**config.mk**
```make
export PLATFORM = sky130hd
export DESIGN_NAME = emc_ctrl
export DESIGN_NICKNAME = d
export VERILOG_FILES = /design/src/rtl/emc_pkg.sv /design/src/rtl/emc_wait_if.sv /design/src/rtl/emc_ctrl.sv /design/src/rtl/emc_sync.sv /design/src/rtl/emc_waitgen.sv
export SDC_FILE = /design/constraint.sdc
export NUM_CORES = 1
export LEC_CHECK = 0
export BUFFER_PORTS_ARGS = -buffer_cell sky130_fd_sc_hd__buf_2
export CAP_MARGIN = 25
export CORE_UTILIZATION = 55
export DETAILED_ROUTE_END_ITERATION = 6
export GPL_TIMING_DRIVEN = 1
export PLACE_DENSITY = 0.83
export SYNTH_ARGS = -nofsm -noshare
export SYNTH_HDL_FRONTEND = slang
export SYNTH_SLANG_ARGS = --single-unit
```
**constraint.sdc**
```tcl
create_clock -name REF_CLK -period 4.3 [get_ports REF_CLK]
set_input_delay 0.86 -clock REF_CLK [delete_from_list [all_inputs] [get_ports REF_CLK]]
set_output_delay 0.86 -clock REF_CLK [all_outputs]
set_load 0.02 [all_outputs]
```
**src/rtl/emc_pkg.sv**
```systemverilog
package emc_pkg;

  // ----------------------------------------------------------------
  // widths
  // ----------------------------------------------------------------
  localparam int ADDR_W = 22;
  localparam int DATA_W = 32;
  localparam int LANE_W = 4;
  localparam int FLAG_W = 8;
  localparam int CW_W = 16;
  localparam int SYNC_STAGES = 2;

  typedef logic [ADDR_W-1:0] emc_addr_type;
  typedef logic [DATA_W-1:0] emc_data_type;
  typedef logic [LANE_W-1:0] emc_lane_type;
  typedef logic [FLAG_W-1:0] emc_flag_type;
  typedef logic [CW_W-1:0] emc_cw_type;

  // ----------------------------------------------------------------
  // register offsets (byte addresses)
  // ----------------------------------------------------------------
  localparam logic [7:0] OFS_CTRL_WORD = 8'h00;
  localparam logic [7:0] OFS_PORT_CTRL = 8'h04;
  localparam logic [7:0] OFS_FLAG_OUT = 8'h08;
  localparam logic [7:0] OFS_FLAG_IN = 8'h0c;
  localparam logic [7:0] OFS_ACC_ADDR = 8'h10;
  localparam logic [7:0] OFS_ACC_WDATA = 8'h14;
  localparam logic [7:0] OFS_ACC_CMD = 8'h18;
  localparam logic [7:0] OFS_ACC_RDATA = 8'h1c;

  // ----------------------------------------------------------------
  // field positions
  // ----------------------------------------------------------------
  localparam int BIT_B_EN = 0;
  localparam int BIT_A_EN = 1;
  localparam int FLD_B_CNT = 2;
  localparam int FLD_A_CNT = 4;
  localparam int BIT_LOW_DIR = 6;
  localparam int BIT_HIGH_DIR = 7;
  localparam int BIT_GRANT_SEL = 8;
  localparam int BIT_FORCE = 9;
  localparam emc_cw_type CW_USED_MASK = 16'h03ff;
  localparam int BIT_WIDE_PORT = 0;
  localparam int CMD_START = 0;
  localparam int CMD_WRITE = 1;
  localparam int CMD_LANES = 2;
  localparam int STAT_BUSY = 0;
  localparam int STAT_ACCESS_WAITING_FORCE = 1;
  localparam int PART_B_BIT = 21;

  // ----------------------------------------------------------------
  // reset values
  // ----------------------------------------------------------------
  localparam emc_cw_type CTRL_WORD_RST = 16'h0000;
  localparam logic PORT_CTRL_RST = 1'b0;
  localparam emc_flag_type FLAG_OUT_RST = 8'h00;

  // ----------------------------------------------------------------
  // timing: one wait state is one period of the input clock
  // ----------------------------------------------------------------
  localparam real CLK_PERIOD_NS = 10.0;
  localparam real WAIT_STATE_NS_AT_FMAX = 12.5;
  localparam real WAIT_STATE_NS = CLK_PERIOD_NS;
  localparam int WAIT_STATE_CYC = int'(WAIT_STATE_NS / CLK_PERIOD_NS);
  localparam logic [1:0] CODE_READY = 2'b11;

  // wait states for a count code; the ready code gives its minimum
  function automatic logic [1:0] wait_count(input logic [1:0] code);
    logic [1:0] n;
    n = 2'h2;
    if (code != CODE_READY) begin
      n = code + 2'h1;
    end
    return n;
  endfunction : wait_count

endpackage : emc_pkg

```
**src/rtl/emc_wait_if.sv**
```systemverilog
`timescale 1ns/10ps
interface emc_wait_if;
  logic start;
  logic enable;
  logic [1:0] code;
  logic done;
  logic busy;

  modport ctrl (output start, output enable, output code,
                input done, input busy);
  modport gen (input start, input enable, input code,
               output done, output busy);
endinterface : emc_wait_if

```
**src/rtl/emc_ctrl.sv**
```systemverilog
`timescale 1ns/10ps
// How it works
// - bit 0 enables the partition B wait-state generator
// - bit 1 enables the partition A wait-state generator
// - bits 3:2 give B one, two, three, or ready-extended wait states
// - bits 5:4 give A the same wait-state choices
// - each wait state lasts exactly one input clock period
// - bit 6 makes low flag nibble outputs unless wide port selected
// - bit 7 makes high flag nibble outputs unless wide port selected
// - bit 8 low: dual pin is memory output enable
// - bit 8 high: dual pin signals a pending external access
// - in that mode the pin is NOT of (bit 9 OR pending)
// - bit 9 does nothing while bit 8 is low
// - 22-bit address bus is a three-state output
// - data bus three-state: driven on writes, memory drives reads
// - data bus is 32 bits wide
// - pending-no-grant goes low while waiting without bus ownership
// - four active-low byte lane selects pick bytes of the word
module emc_ctrl (
  input wire logic REF_CLK, // clock
  input wire logic RESET_N, // async reset, active low
  input wire logic HSEL, // slave select
  input wire logic [31:0] HADDR, // bus address
  input wire logic [1:0] HTRANS, // transfer type
  input wire logic HWRITE, // write when high
  input wire logic [2:0] HSIZE, // transfer size, words only
  input wire logic [31:0] HWDATA, // write data
  input wire logic HREADY, // bus ready
  output logic HREADYOUT, // slave ready
  output logic [31:0] HRDATA, // read data
  output logic HRESP, // always okay
  input wire logic BUS_GRANT, // external bus granted to us
  input wire logic EXT_READY_LOW, // memory ready, active low
  output emc_pkg::emc_addr_type ADDRESS_BUS_PINS_O, // address out
  output logic ADDRESS_BUS_PINS_OE, // address drive enable
  input wire emc_pkg::emc_data_type DATA_BUS_PINS_I, // data in
  output emc_pkg::emc_data_type DATA_BUS_PINS_O, // data out
  output logic DATA_BUS_PINS_OE, // data drive enable
  output emc_pkg::emc_lane_type BYTE_LANE_SELECT_N_O, // lanes, low
  output logic BYTE_LANE_SELECT_N_OE, // lane drive enable
  output logic DUAL_PIN_O, // output enable or pending, low
  output logic DUAL_PIN_OE, // dual pin drive enable
  output logic PENDING_NO_GRANT_N, // waiting without bus, low
  input wire emc_pkg::emc_flag_type HOST_PORT_FLAG_PINS_I, // flags in
  output emc_pkg::emc_flag_type HOST_PORT_FLAG_PINS_O, // flags out
  output emc_pkg::emc_flag_type HOST_PORT_FLAG_PINS_OE // flag enables
);
  import emc_pkg::*;

  typedef enum logic [1:0] {S_IDLE, S_ACCESS_WAITING_FORCE, S_ACC, S_HOLD} emc_state_type;

  // ----------------------------------------------------------------
  // pin synchronisers
  // ----------------------------------------------------------------
  logic grant_s;
  logic ready_low_s;
  emc_flag_type flag_in_s;
  emc_data_type data_in_s;

  emc_sync #(.W(2 + FLAG_W + DATA_W)) u_sync (
    .clk(REF_CLK),
    .rst_n(RESET_N),
    .d({BUS_GRANT, EXT_READY_LOW, HOST_PORT_FLAG_PINS_I, DATA_BUS_PINS_I}),
    .q({grant_s, ready_low_s, flag_in_s, data_in_s})
  );

  // ----------------------------------------------------------------
  // bus slave
  // ----------------------------------------------------------------
  logic ahb_go;
  logic wr_access_waiting_force_q;
  logic rd_access_waiting_force_q;
  logic [7:0] bus_addr_q;
  logic hready_q;
  emc_data_type hrdata_q;

  assign ahb_go = HSEL && HTRANS[1] && HREADY;

  always_ff @(posedge REF_CLK or negedge RESET_N) begin
    if (!RESET_N) begin
      wr_access_waiting_force_q <= 1'b0;
      rd_access_waiting_force_q <= 1'b0;
      bus_addr_q <= 8'h00;
    end else begin
      wr_access_waiting_force_q <= ahb_go && HWRITE;
      rd_access_waiting_force_q <= ahb_go && !HWRITE;
      if (ahb_go) begin
        bus_addr_q <= {HADDR[7:2], 2'b00};
      end
    end
  end

  // reads take one wait cycle so that a write just before is visible
  always_ff @(posedge REF_CLK or negedge RESET_N) begin
    if (!RESET_N) begin
      hready_q <= 1'b1;
    end else begin
      hready_q <= !(ahb_go && !HWRITE);
    end
  end

  // ----------------------------------------------------------------
  // registers
  // ----------------------------------------------------------------
  emc_cw_type ctrl_q;
  logic wide_q;
  emc_flag_type flag_out_q;
  emc_addr_type acc_addr_q;
  emc_data_type acc_wdata_q;
  logic acc_wr_q;
  emc_lane_type acc_lanes_q;
  emc_data_type acc_rdata_q;
  emc_state_type state_q;
  emc_state_type state_d;
  logic start_req;
  logic wr_hit;

  assign wr_hit = wr_access_waiting_force_q;
  assign start_req = wr_hit && bus_addr_q == OFS_ACC_CMD &&
                     HWDATA[CMD_START] && state_q == S_IDLE;

  always_ff @(posedge REF_CLK or negedge RESET_N) begin
    if (!RESET_N) begin
      ctrl_q <= CTRL_WORD_RST;
    end else if (wr_hit && bus_addr_q == OFS_CTRL_WORD) begin
      ctrl_q <= HWDATA[CW_W-1:0] & CW_USED_MASK;
    end
  end

  always_ff @(posedge REF_CLK or negedge RESET_N) begin
    if (!RESET_N) begin
      wide_q <= PORT_CTRL_RST;
      flag_out_q <= FLAG_OUT_RST;
    end else if (wr_hit) begin
      if (bus_addr_q == OFS_PORT_CTRL) begin
        wide_q <= HWDATA[BIT_WIDE_PORT];
      end
      if (bus_addr_q == OFS_FLAG_OUT) begin
        flag_out_q <= HWDATA[FLAG_W-1:0];
      end
    end
  end

  // access set-up is frozen while an access runs
  always_ff @(posedge REF_CLK or negedge RESET_N) begin
    if (!RESET_N) begin
      acc_addr_q <= '0;
      acc_wdata_q <= '0;
      acc_wr_q <= 1'b0;
      acc_lanes_q <= '0;
    end else if (wr_hit && state_q == S_IDLE) begin
      if (bus_addr_q == OFS_ACC_ADDR) begin
        acc_addr_q <= HWDATA[ADDR_W-1:0];
      end
      if (bus_addr_q == OFS_ACC_WDATA) begin
        acc_wdata_q <= HWDATA;
      end
      if (start_req) begin
        acc_wr_q <= HWDATA[CMD_WRITE];
        acc_lanes_q <= HWDATA[CMD_LANES +: LANE_W];
      end
    end
  end

  function automatic emc_data_type read_mux(input logic [7:0] a);
    emc_data_type r;
    r = '0;
    unique case (a)
      OFS_CTRL_WORD: r[CW_W-1:0] = ctrl_q;
      OFS_PORT_CTRL: r[BIT_WIDE_PORT] = wide_q;
      OFS_FLAG_OUT: r[FLAG_W-1:0] = flag_out_q;
      OFS_FLAG_IN: r[FLAG_W-1:0] = flag_in_s;
      OFS_ACC_ADDR: r[ADDR_W-1:0] = acc_addr_q;
      OFS_ACC_WDATA: r = acc_wdata_q;
      OFS_ACC_CMD: begin
        r[STAT_BUSY] = state_q != S_IDLE;
        r[STAT_ACCESS_WAITING_FORCE] = state_q == S_ACCESS_WAITING_FORCE;
      end
      OFS_ACC_RDATA: r = acc_rdata_q;
      default: r = '0;
    endcase
    return r;
  endfunction : read_mux

  always_ff @(posedge REF_CLK or negedge RESET_N) begin
    if (!RESET_N) begin
      hrdata_q <= '0;
    end else if (rd_access_waiting_force_q) begin
      hrdata_q <= read_mux(bus_addr_q);
    end
  end

  assign HREADYOUT = hready_q;
  assign HRDATA = hrdata_q;
  assign HRESP = 1'b0;

  // ----------------------------------------------------------------
  // access sequencer
  // ----------------------------------------------------------------
  emc_wait_if wif ();
  logic part_b;
  logic [1:0] hold_q;

  emc_waitgen u_waitgen (
    .clk(REF_CLK),
    .rst_n(RESET_N),
    .ready_low_s(ready_low_s),
    .w(wif.gen)
  );

  assign part_b = acc_addr_q[PART_B_BIT];
  assign wif.start = state_q == S_ACCESS_WAITING_FORCE && grant_s;
  assign wif.enable = part_b ? ctrl_q[BIT_B_EN] : ctrl_q[BIT_A_EN];
  assign wif.code = part_b ? ctrl_q[FLD_B_CNT +: 2] :
                             ctrl_q[FLD_A_CNT +: 2];

  always_comb begin
    state_d = state_q;
    unique case (state_q)
      S_IDLE: if (start_req) state_d = S_ACCESS_WAITING_FORCE;
      S_ACCESS_WAITING_FORCE: if (grant_s) state_d = S_ACC;
      S_ACC: if (wif.done) state_d = S_HOLD;
      S_HOLD: if (hold_q == 2'h0) state_d = S_IDLE;
    endcase
  end

  always_ff @(posedge REF_CLK or negedge RESET_N) begin
    if (!RESET_N) begin
      state_q <= S_IDLE;
    end else begin
      state_q <= state_d;
    end
  end

  // strobe stays on until the bus has crossed the pin register and the
  // synchroniser; one cycle less samples a stale bus with no wait states
  always_ff @(posedge REF_CLK or negedge RESET_N) begin
    if (!RESET_N) begin
      hold_q <= 2'h0;
    end else if (state_q == S_ACC) begin
      hold_q <= 2'(SYNC_STAGES);
    end else if (hold_q != 2'h0) begin
      hold_q <= hold_q - 2'h1;
    end
  end

  always_ff @(posedge REF_CLK or negedge RESET_N) begin
    if (!RESET_N) begin
      acc_rdata_q <= '0;
    end else if (state_q == S_HOLD && hold_q == 2'h0 && !acc_wr_q) begin
      acc_rdata_q <= data_in_s;
    end
  end

  // ----------------------------------------------------------------
  // pins
  // ----------------------------------------------------------------
  logic in_acc;
  logic pending;
  logic strobe;
  emc_addr_type addr_o_q;
  logic addr_oe_q;
  emc_data_type data_o_q;
  logic data_oe_q;
  emc_lane_type lane_n_q;
  logic lane_oe_q;
  logic dual_q;
  logic access_waiting_force_n_q;
  emc_flag_type flag_o_q;
  emc_flag_type flag_oe_q;

  assign in_acc = state_q == S_ACC || state_q == S_HOLD;
  assign pending = state_q == S_ACCESS_WAITING_FORCE;
  assign strobe = in_acc && !acc_wr_q;

  always_ff @(posedge REF_CLK or negedge RESET_N) begin
    if (!RESET_N) begin
      addr_o_q <= '0;
      addr_oe_q <= 1'b0;
      data_o_q <= '0;
      data_oe_q <= 1'b0;
      lane_n_q <= '1;
      lane_oe_q <= 1'b0;
    end else begin
      addr_o_q <= acc_addr_q;
      addr_oe_q <= in_acc;
      data_o_q <= acc_wdata_q;
      data_oe_q <= in_acc && acc_wr_q;
      lane_n_q <= in_acc ? ~acc_lanes_q : '1;
      lane_oe_q <= in_acc;
    end
  end

  // pending output and the dual pin are always driven
  always_ff @(posedge REF_CLK or negedge RESET_N) begin
    if (!RESET_N) begin
      dual_q <= 1'b1;
      access_waiting_force_n_q <= 1'b1;
    end else begin
      access_waiting_force_n_q <= !(pending && !grant_s);
      if (ctrl_q[BIT_GRANT_SEL]) begin
        dual_q <= !(ctrl_q[BIT_FORCE] || pending);
      end else begin
        dual_q <= !strobe;
      end
    end
  end

  // wide port mode takes the flag pins away from this word
  always_ff @(posedge REF_CLK or negedge RESET_N) begin
    if (!RESET_N) begin
      flag_o_q <= '0;
      flag_oe_q <= '0;
    end else begin
      flag_o_q <= flag_out_q;
      flag_oe_q <= {{4{ctrl_q[BIT_HIGH_DIR] && !wide_q}},
                    {4{ctrl_q[BIT_LOW_DIR] && !wide_q}}};
    end
  end

  assign ADDRESS_BUS_PINS_O = addr_o_q;
  assign ADDRESS_BUS_PINS_OE = addr_oe_q;
  assign DATA_BUS_PINS_O = data_o_q;
  assign DATA_BUS_PINS_OE = data_oe_q;
  assign BYTE_LANE_SELECT_N_O = lane_n_q;
  assign BYTE_LANE_SELECT_N_OE = lane_oe_q;
  assign DUAL_PIN_O = dual_q;
  assign DUAL_PIN_OE = 1'b1;
  assign PENDING_NO_GRANT_N = access_waiting_force_n_q;
  assign HOST_PORT_FLAG_PINS_O = flag_o_q;
  assign HOST_PORT_FLAG_PINS_OE = flag_oe_q;

  // ----------------------------------------------------------------
  // checks
  // ----------------------------------------------------------------
  property p_oe_mode;
    @(posedge REF_CLK) disable iff (!RESET_N)
    !ctrl_q[BIT_GRANT_SEL] |=> DUAL_PIN_O == !$past(strobe);
  endproperty
  a_oe_mode: assert property (p_oe_mode)
    else $error("dual pin does not follow output enable");

  property p_force_low;
    @(posedge REF_CLK) disable iff (!RESET_N)
    ctrl_q[BIT_GRANT_SEL] && ctrl_q[BIT_FORCE] |=> !DUAL_PIN_O;
  endproperty
  a_force_low: assert property (p_force_low)
    else $error("forced pending did not pull dual pin low");

  property p_access_waiting_force_mode;
    @(posedge REF_CLK) disable iff (!RESET_N)
    ctrl_q[BIT_GRANT_SEL] && !ctrl_q[BIT_FORCE] |=>
      DUAL_PIN_O == !$past(pending);
  endproperty
  a_access_waiting_force_mode: assert property (p_access_waiting_force_mode)
    else $error("dual pin does not show pending access");

  property p_no_grant;
    @(posedge REF_CLK) disable iff (!RESET_N)
    pending && !grant_s |=> !PENDING_NO_GRANT_N;
  endproperty
  a_no_grant: assert property (p_no_grant)
    else $error("pending without grant not signalled");

  property p_flag_dir;
    @(posedge REF_CLK) disable iff (!RESET_N)
    ctrl_q[BIT_LOW_DIR] && !ctrl_q[BIT_HIGH_DIR] && !wide_q |=>
      HOST_PORT_FLAG_PINS_OE == 8'h0f;
  endproperty
  a_flag_dir: assert property (p_flag_dir)
    else $error("low flag nibble direction wrong");

  property p_wide_in;
    @(posedge REF_CLK) disable iff (!RESET_N)
    wide_q |=> HOST_PORT_FLAG_PINS_OE == 8'h00;
  endproperty
  a_wide_in: assert property (p_wide_in)
    else $error("flag pins driven in wide port mode");

  property p_addr_drive;
    @(posedge REF_CLK) disable iff (!RESET_N)
    $rose(ADDRESS_BUS_PINS_OE) |-> $past(state_q) == S_ACC &&
      !BYTE_LANE_SELECT_N_OE == 1'b0;
  endproperty
  a_addr_drive: assert property (p_addr_drive)
    else $error("address bus driven outside an access");

  property p_data_dir;
    @(posedge REF_CLK) disable iff (!RESET_N)
    DATA_BUS_PINS_OE |-> ADDRESS_BUS_PINS_OE && $past(acc_wr_q);
  endproperty
  a_data_dir: assert property (p_data_dir)
    else $error("data bus driven during a read");

  c_write: cover property (@(posedge REF_CLK) disable iff (!RESET_N)
    $rose(DATA_BUS_PINS_OE));
  c_read: cover property (@(posedge REF_CLK) disable iff (!RESET_N)
    state_q == S_HOLD && hold_q == 2'h0 && !acc_wr_q);
  c_wait_grant: cover property (@(posedge REF_CLK) disable iff (!RESET_N)
    pending && !grant_s [*3]);
endmodule : emc_ctrl

```
**src/rtl/emc_sync.sv**
```systemverilog
`timescale 1ns/10ps
module emc_sync #(
  parameter int W = 1
) (
  input wire logic clk, // clock
  input wire logic rst_n, // async reset, active low
  input wire logic [W-1:0] d, // asynchronous input
  output logic [W-1:0] q // synchronised output
);
  logic [W-1:0] meta_q;

  always_ff @(posedge clk or negedge rst_n) begin
    if (!rst_n) begin
      meta_q <= '0;
      q <= '0;
    end else begin
      meta_q <= d;
      q <= meta_q;
    end
  end
endmodule : emc_sync

```
**src/rtl/emc_waitgen.sv**
```systemverilog
`timescale 1ns/10ps
module emc_waitgen (
  input wire logic clk, // clock
  input wire logic rst_n, // async reset, active low
  input wire logic ready_low_s, // synchronised ready, low = ready
  emc_wait_if.gen w // control from the access sequencer
);
  import emc_pkg::*;

  logic [1:0] cnt_q;
  logic busy_q;
  logic rdy_mode_q;

  always_ff @(posedge clk or negedge rst_n) begin
    if (!rst_n) begin
      busy_q <= 1'b0;
      cnt_q <= 2'h0;
      rdy_mode_q <= 1'b0;
    end else if (w.start) begin
      busy_q <= 1'b1;
      cnt_q <= w.enable ? wait_count(w.code) : 2'h0;
      rdy_mode_q <= w.enable && (w.code == CODE_READY);
    end else if (w.done) begin
      busy_q <= 1'b0;
    end else if (cnt_q != 2'h0) begin
      cnt_q <= cnt_q - 2'h1;
    end
  end

  // after the minimum count the ready code keeps stretching
  assign w.done = busy_q && (cnt_q == 2'h0) &&
                  (!rdy_mode_q || !ready_low_s);
  assign w.busy = busy_q;

  // ----------------------------------------------------------------
  // checks
  // ----------------------------------------------------------------
  property p_three_waits;
    @(posedge clk) disable iff (!rst_n)
    w.start && w.enable && w.code == 2'b10 |-> ##1 !w.done [*3] ##1 w.done;
  endproperty
  a_three_waits: assert property (p_three_waits)
    else $error("three wait states not honoured");

  property p_one_wait;
    @(posedge clk) disable iff (!rst_n)
    w.start && w.enable && w.code == 2'b00 |-> ##1 !w.done ##1 w.done;
  endproperty
  a_one_wait: assert property (p_one_wait)
    else $error("one wait state not honoured");

  property p_ready_min;
    @(posedge clk) disable iff (!rst_n)
    w.start && w.enable && w.code == CODE_READY |-> ##1 !w.done [*2];
  endproperty
  a_ready_min: assert property (p_ready_min)
    else $error("ready mode ended before two wait states");

  property p_gen_off;
    @(posedge clk) disable iff (!rst_n)
    w.start && !w.enable |-> ##1 w.done;
  endproperty
  a_gen_off: assert property (p_gen_off)
    else $error("disabled generator still inserted wait states");

  c_ready_wait: cover property (@(posedge clk) disable iff (!rst_n)
    rdy_mode_q && busy_q && cnt_q == 2'h0 && ready_low_s);
endmodule : emc_waitgen

```
==> results.cfg <==
[grt]
antenna_found_initial = 3
grtUsageTotal_pct = 24.18
grt_pass1_vias = 6618
grt_start_max_net_pins = 108
grt-ovfl-total = 0
grt_pass1_wl_um = 36600

[detailed_routing]
dr.pass1.iters = 7
detail-route-antenna-nets = 0
vias = 6498
wl_um = 23750
drc = 2
drtIter0Drc = 474
wl_per_cell_um = 20.19
routed_via_density = 5.526

[synthesis]
synth-async-reset-ratio_pct = 100.0
ys.flop_type = dfrtp_1
ys_ff_latch = 315
synth_cell_types = 49
yosysWarningCount = 0
netlist_instances = 682
synth_seq_area_share_pct = 72.65
postSynthAreaPerCell_um2 = 15.93
synth_area_um2 = 10860
synth_nets = 805
synth_edf_count = 0

[clock_network]
cts_inserted_buffers = 31
cts-htree-levels = 1
cts.clk_slew.worst_paths_ns = 0.06
cts_tree = done
numClockSinks = 315
cts_root_buf = clkbuf_16
cts_hold_buf = 0
clock_latency_ns = 0.54
post-cts-setup-buffers = 0
cts_resized = 0
clock_path_buffers = 3

[die]
core-area_um2 = 19400
ios = 230
start_util_pct = 55.99
die_x_um = 142.5
rows = 51
die_area_um2 = 20310
die_h_um = 142.5

[finish]
final_area_um2 = 13090
multi_input_area_um2 = 2690
synthToLayoutAreaGrowth_pct = 20.49
regArea_um2 = 7891
nets = 1013
final_layout_size_suffix_gt1_share_pct = 43.01
n_fill_cell = 1363
post-route-util_pct = 67.47

[hold_path]
hp-class = register to register

[timing]
final-setup-viol-count = 0
rsz0062_at_grt = false
fin_ws_ns = 1.525
fin_crit_sh_pct = 64.53
relSlewSlack_pct = 33.18
fin_skew_ns = 0.01808
worst_pin_slew_ns = 0.9991
hold_viol = 0
fmax_mhz = 360.4
fin_setup_tns_ns = 0
min_period_ns = 2.775
slew_viol_final = 0

[placed_design]
placed_area_um2 = 12100
dp_slack_ns = 1.545
port_buffers = 197
place_hpwl_um = 15460
gp_congestion = 0.8467

[worst_setup_path]
worst_path_largest_cell_delay_ns = 0.70
crit_buf_inv = 1
startpoint_type = register
critical_path.top_delay_family = simple AND/OR/NAND/NOR gates
end_kind = register
worst-setup-path-type = register to register
cp.required_ns = 4.72
crit_chain = or4b_1, nor3_4, buf_4, mux2_2
slowest_stage = or4b_1
cp_max_fo = 28
worst-endpoint-arrival_ns = 3.20

[power]
leakagePower_nw = 6.535
ir_worst_vdd_v = 0.0003909
power_mw = 7.220
power.density_nw_per_um2 = 551.7

[outcome]
failed_checks = design-rule violations
status = finished, violations left

[flow_run]
cap_violations = 0
==> registers in the layout, summed over array words and instances, names as in the netlist, 22 cells and up <==
name,count
acc_rdata_q,32
u_sync.q,42
DATA_BUS_PINS_O,32
acc_addr_q,22
HRDATA,32
u_sync.meta_q,42
acc_wdata_q,32
ADDRESS_BUS_PINS_O,22
==> through the flow <==
step | std cells | hold slack [ns]
floorplan | 682 | 0.3312
global placement | 1122 | 0.3318
detailed placement | 1122 | 0.3347
CTS | 1174 | 0.3425
global route | 1176 | 0.3425
finish | 1176 | 0.3401
==> cell usage in the layout (no fill, tap or decap), types with 3 or more instances in the layout <==
master,netlist,routed
a21oi_1,3,3
a221oi_1,16,16
a222oi_1,12,12
a22oi_1,7,7
a31oi_1,5,5
a32oi_1,6,6
and2_1,4,4
and3_1,8,8
buf_2,9,196
buf_4,9,15
clkbuf_1,12,7
clkbuf_16,0,31
clkbuf_8,0,9
dfrtp_1,308,308
dfstp_2,7,7
ha_1,7,7
inv_1,15,15
mux2_2,120,120
nand2_1,16,16
nand2b_1,4,4
nand3_1,8,8
nand3b_1,3,3
nor2_1,36,35
nor2b_1,3,3
nor3_1,4,4
o21ai_0,8,8
o2bb2ai_1,15,15
==> report_power, final <==
| part | total (mW) | switching (mW) | internal (mW) | leakage (nW) |
|---|---|---|---|---|
| clock | 2.59 | 1.06 | 1.53 | 0.478 |
| sequential | 3.60 | 0.247 | 3.35 | 4.01 |
| combinational | 1.03 | 0.571 | 0.459 | 2.05 |
| total | 7.22 | 1.88 | 5.34 | 6.53 |
==> Yosys cell counts (all sizes together) (2+ instances only) <==
cell     number  area share, %
or4           2           0.14
a221oi       16            1.3
nor3          6           0.48
a2111oi       2           0.16
a222oi       12            1.1
nor2b         3           0.17
dfrtp       308             71
nand2        16           0.55
inv          15           0.52
o21a          2           0.14
and3          8           0.46
nor4          2           0.25
nand3         8           0.37
o22ai         2           0.12
o21ai         8           0.37
mux2        120             12
buf          26            1.7
a22oi         7           0.48
dfstp         7            1.7
nand3b        3           0.21
a31oi         5           0.29
a32oi         6           0.48
a21oi         3           0.14
o2bb2ai      15            1.2
nor2         36            1.2
conb          2          0.069
a41oi         2           0.16
nand2b        4           0.23
ha            7           0.81
and2          4           0.23
clkbuf       12           0.41
==> worst reg2reg max path: stages (launching register included) <==
cell	delay [ns]
dfrtp_1	0.55
or4b_1	0.70
nor3_4	0.49
buf_4	0.51
mux2_2	0.41
==> kinds of logic (layout without fill, tap and decap cells) <==
family | after synthesis | count (layout) | share of synthesized area [%]
flip-flops | 315 | 315 | 72.65
multiplexers | 121 | 121 | 12.53
adder cells (fa/ha/maj) | 7 | 7 | 0.8063
other | 2 | 4 | 0.06914
AND/OR/NAND/NOR | 95 | 95 | 4.631
buffers and inverters | 53 | 280 | 2.661
AO/OA/AOI/OAI | 88 | 88 | 6.566
XOR/XNOR | 1 | 1 | 0.08065
==> routing by layer <==
layer  vias up  track usage [%]  routed length (µm)
li1       2840                -                   -
met1      3343            32.26                9886
met2       260            39.24               11550
met3        53            5.417                1586
met4         2            8.772                 714
met5         -                0                  13
==> path summary, 6_finish.rpt <==
kind                                         to  slack, ns              start  cells past startpoint
worst max-delay path            acc_wdata_q[17]       1.53      bus_addr_q[4]                      4
worst min-delay path               u_sync.q[20]       0.34  u_sync.meta_q[20]                      0
worst max register to register  acc_wdata_q[17]       1.53      bus_addr_q[4]                      4
worst min register to register     u_sync.q[20]       0.34  u_sync.meta_q[20]                      0
max in group asynchronous        acc_addr_q[16]       2.90            RESET_N                      2
min in group asynchronous       acc_rdata_q[24]       0.37            RESET_N                      1
==> final cells by class <==
type                    instances  share of cell area, %
repair buffers                213                  8.623
well taps                     265                  2.533
diodes                          2                0.03824
inverters                      15                 0.4302
clock buffers                  47                  7.075
multi-input cells             314                  20.55
flip-flops and latches        315                  60.30
clock inverters                 5                 0.4493
No activity file was read; power rests on OpenSTA's default activity.
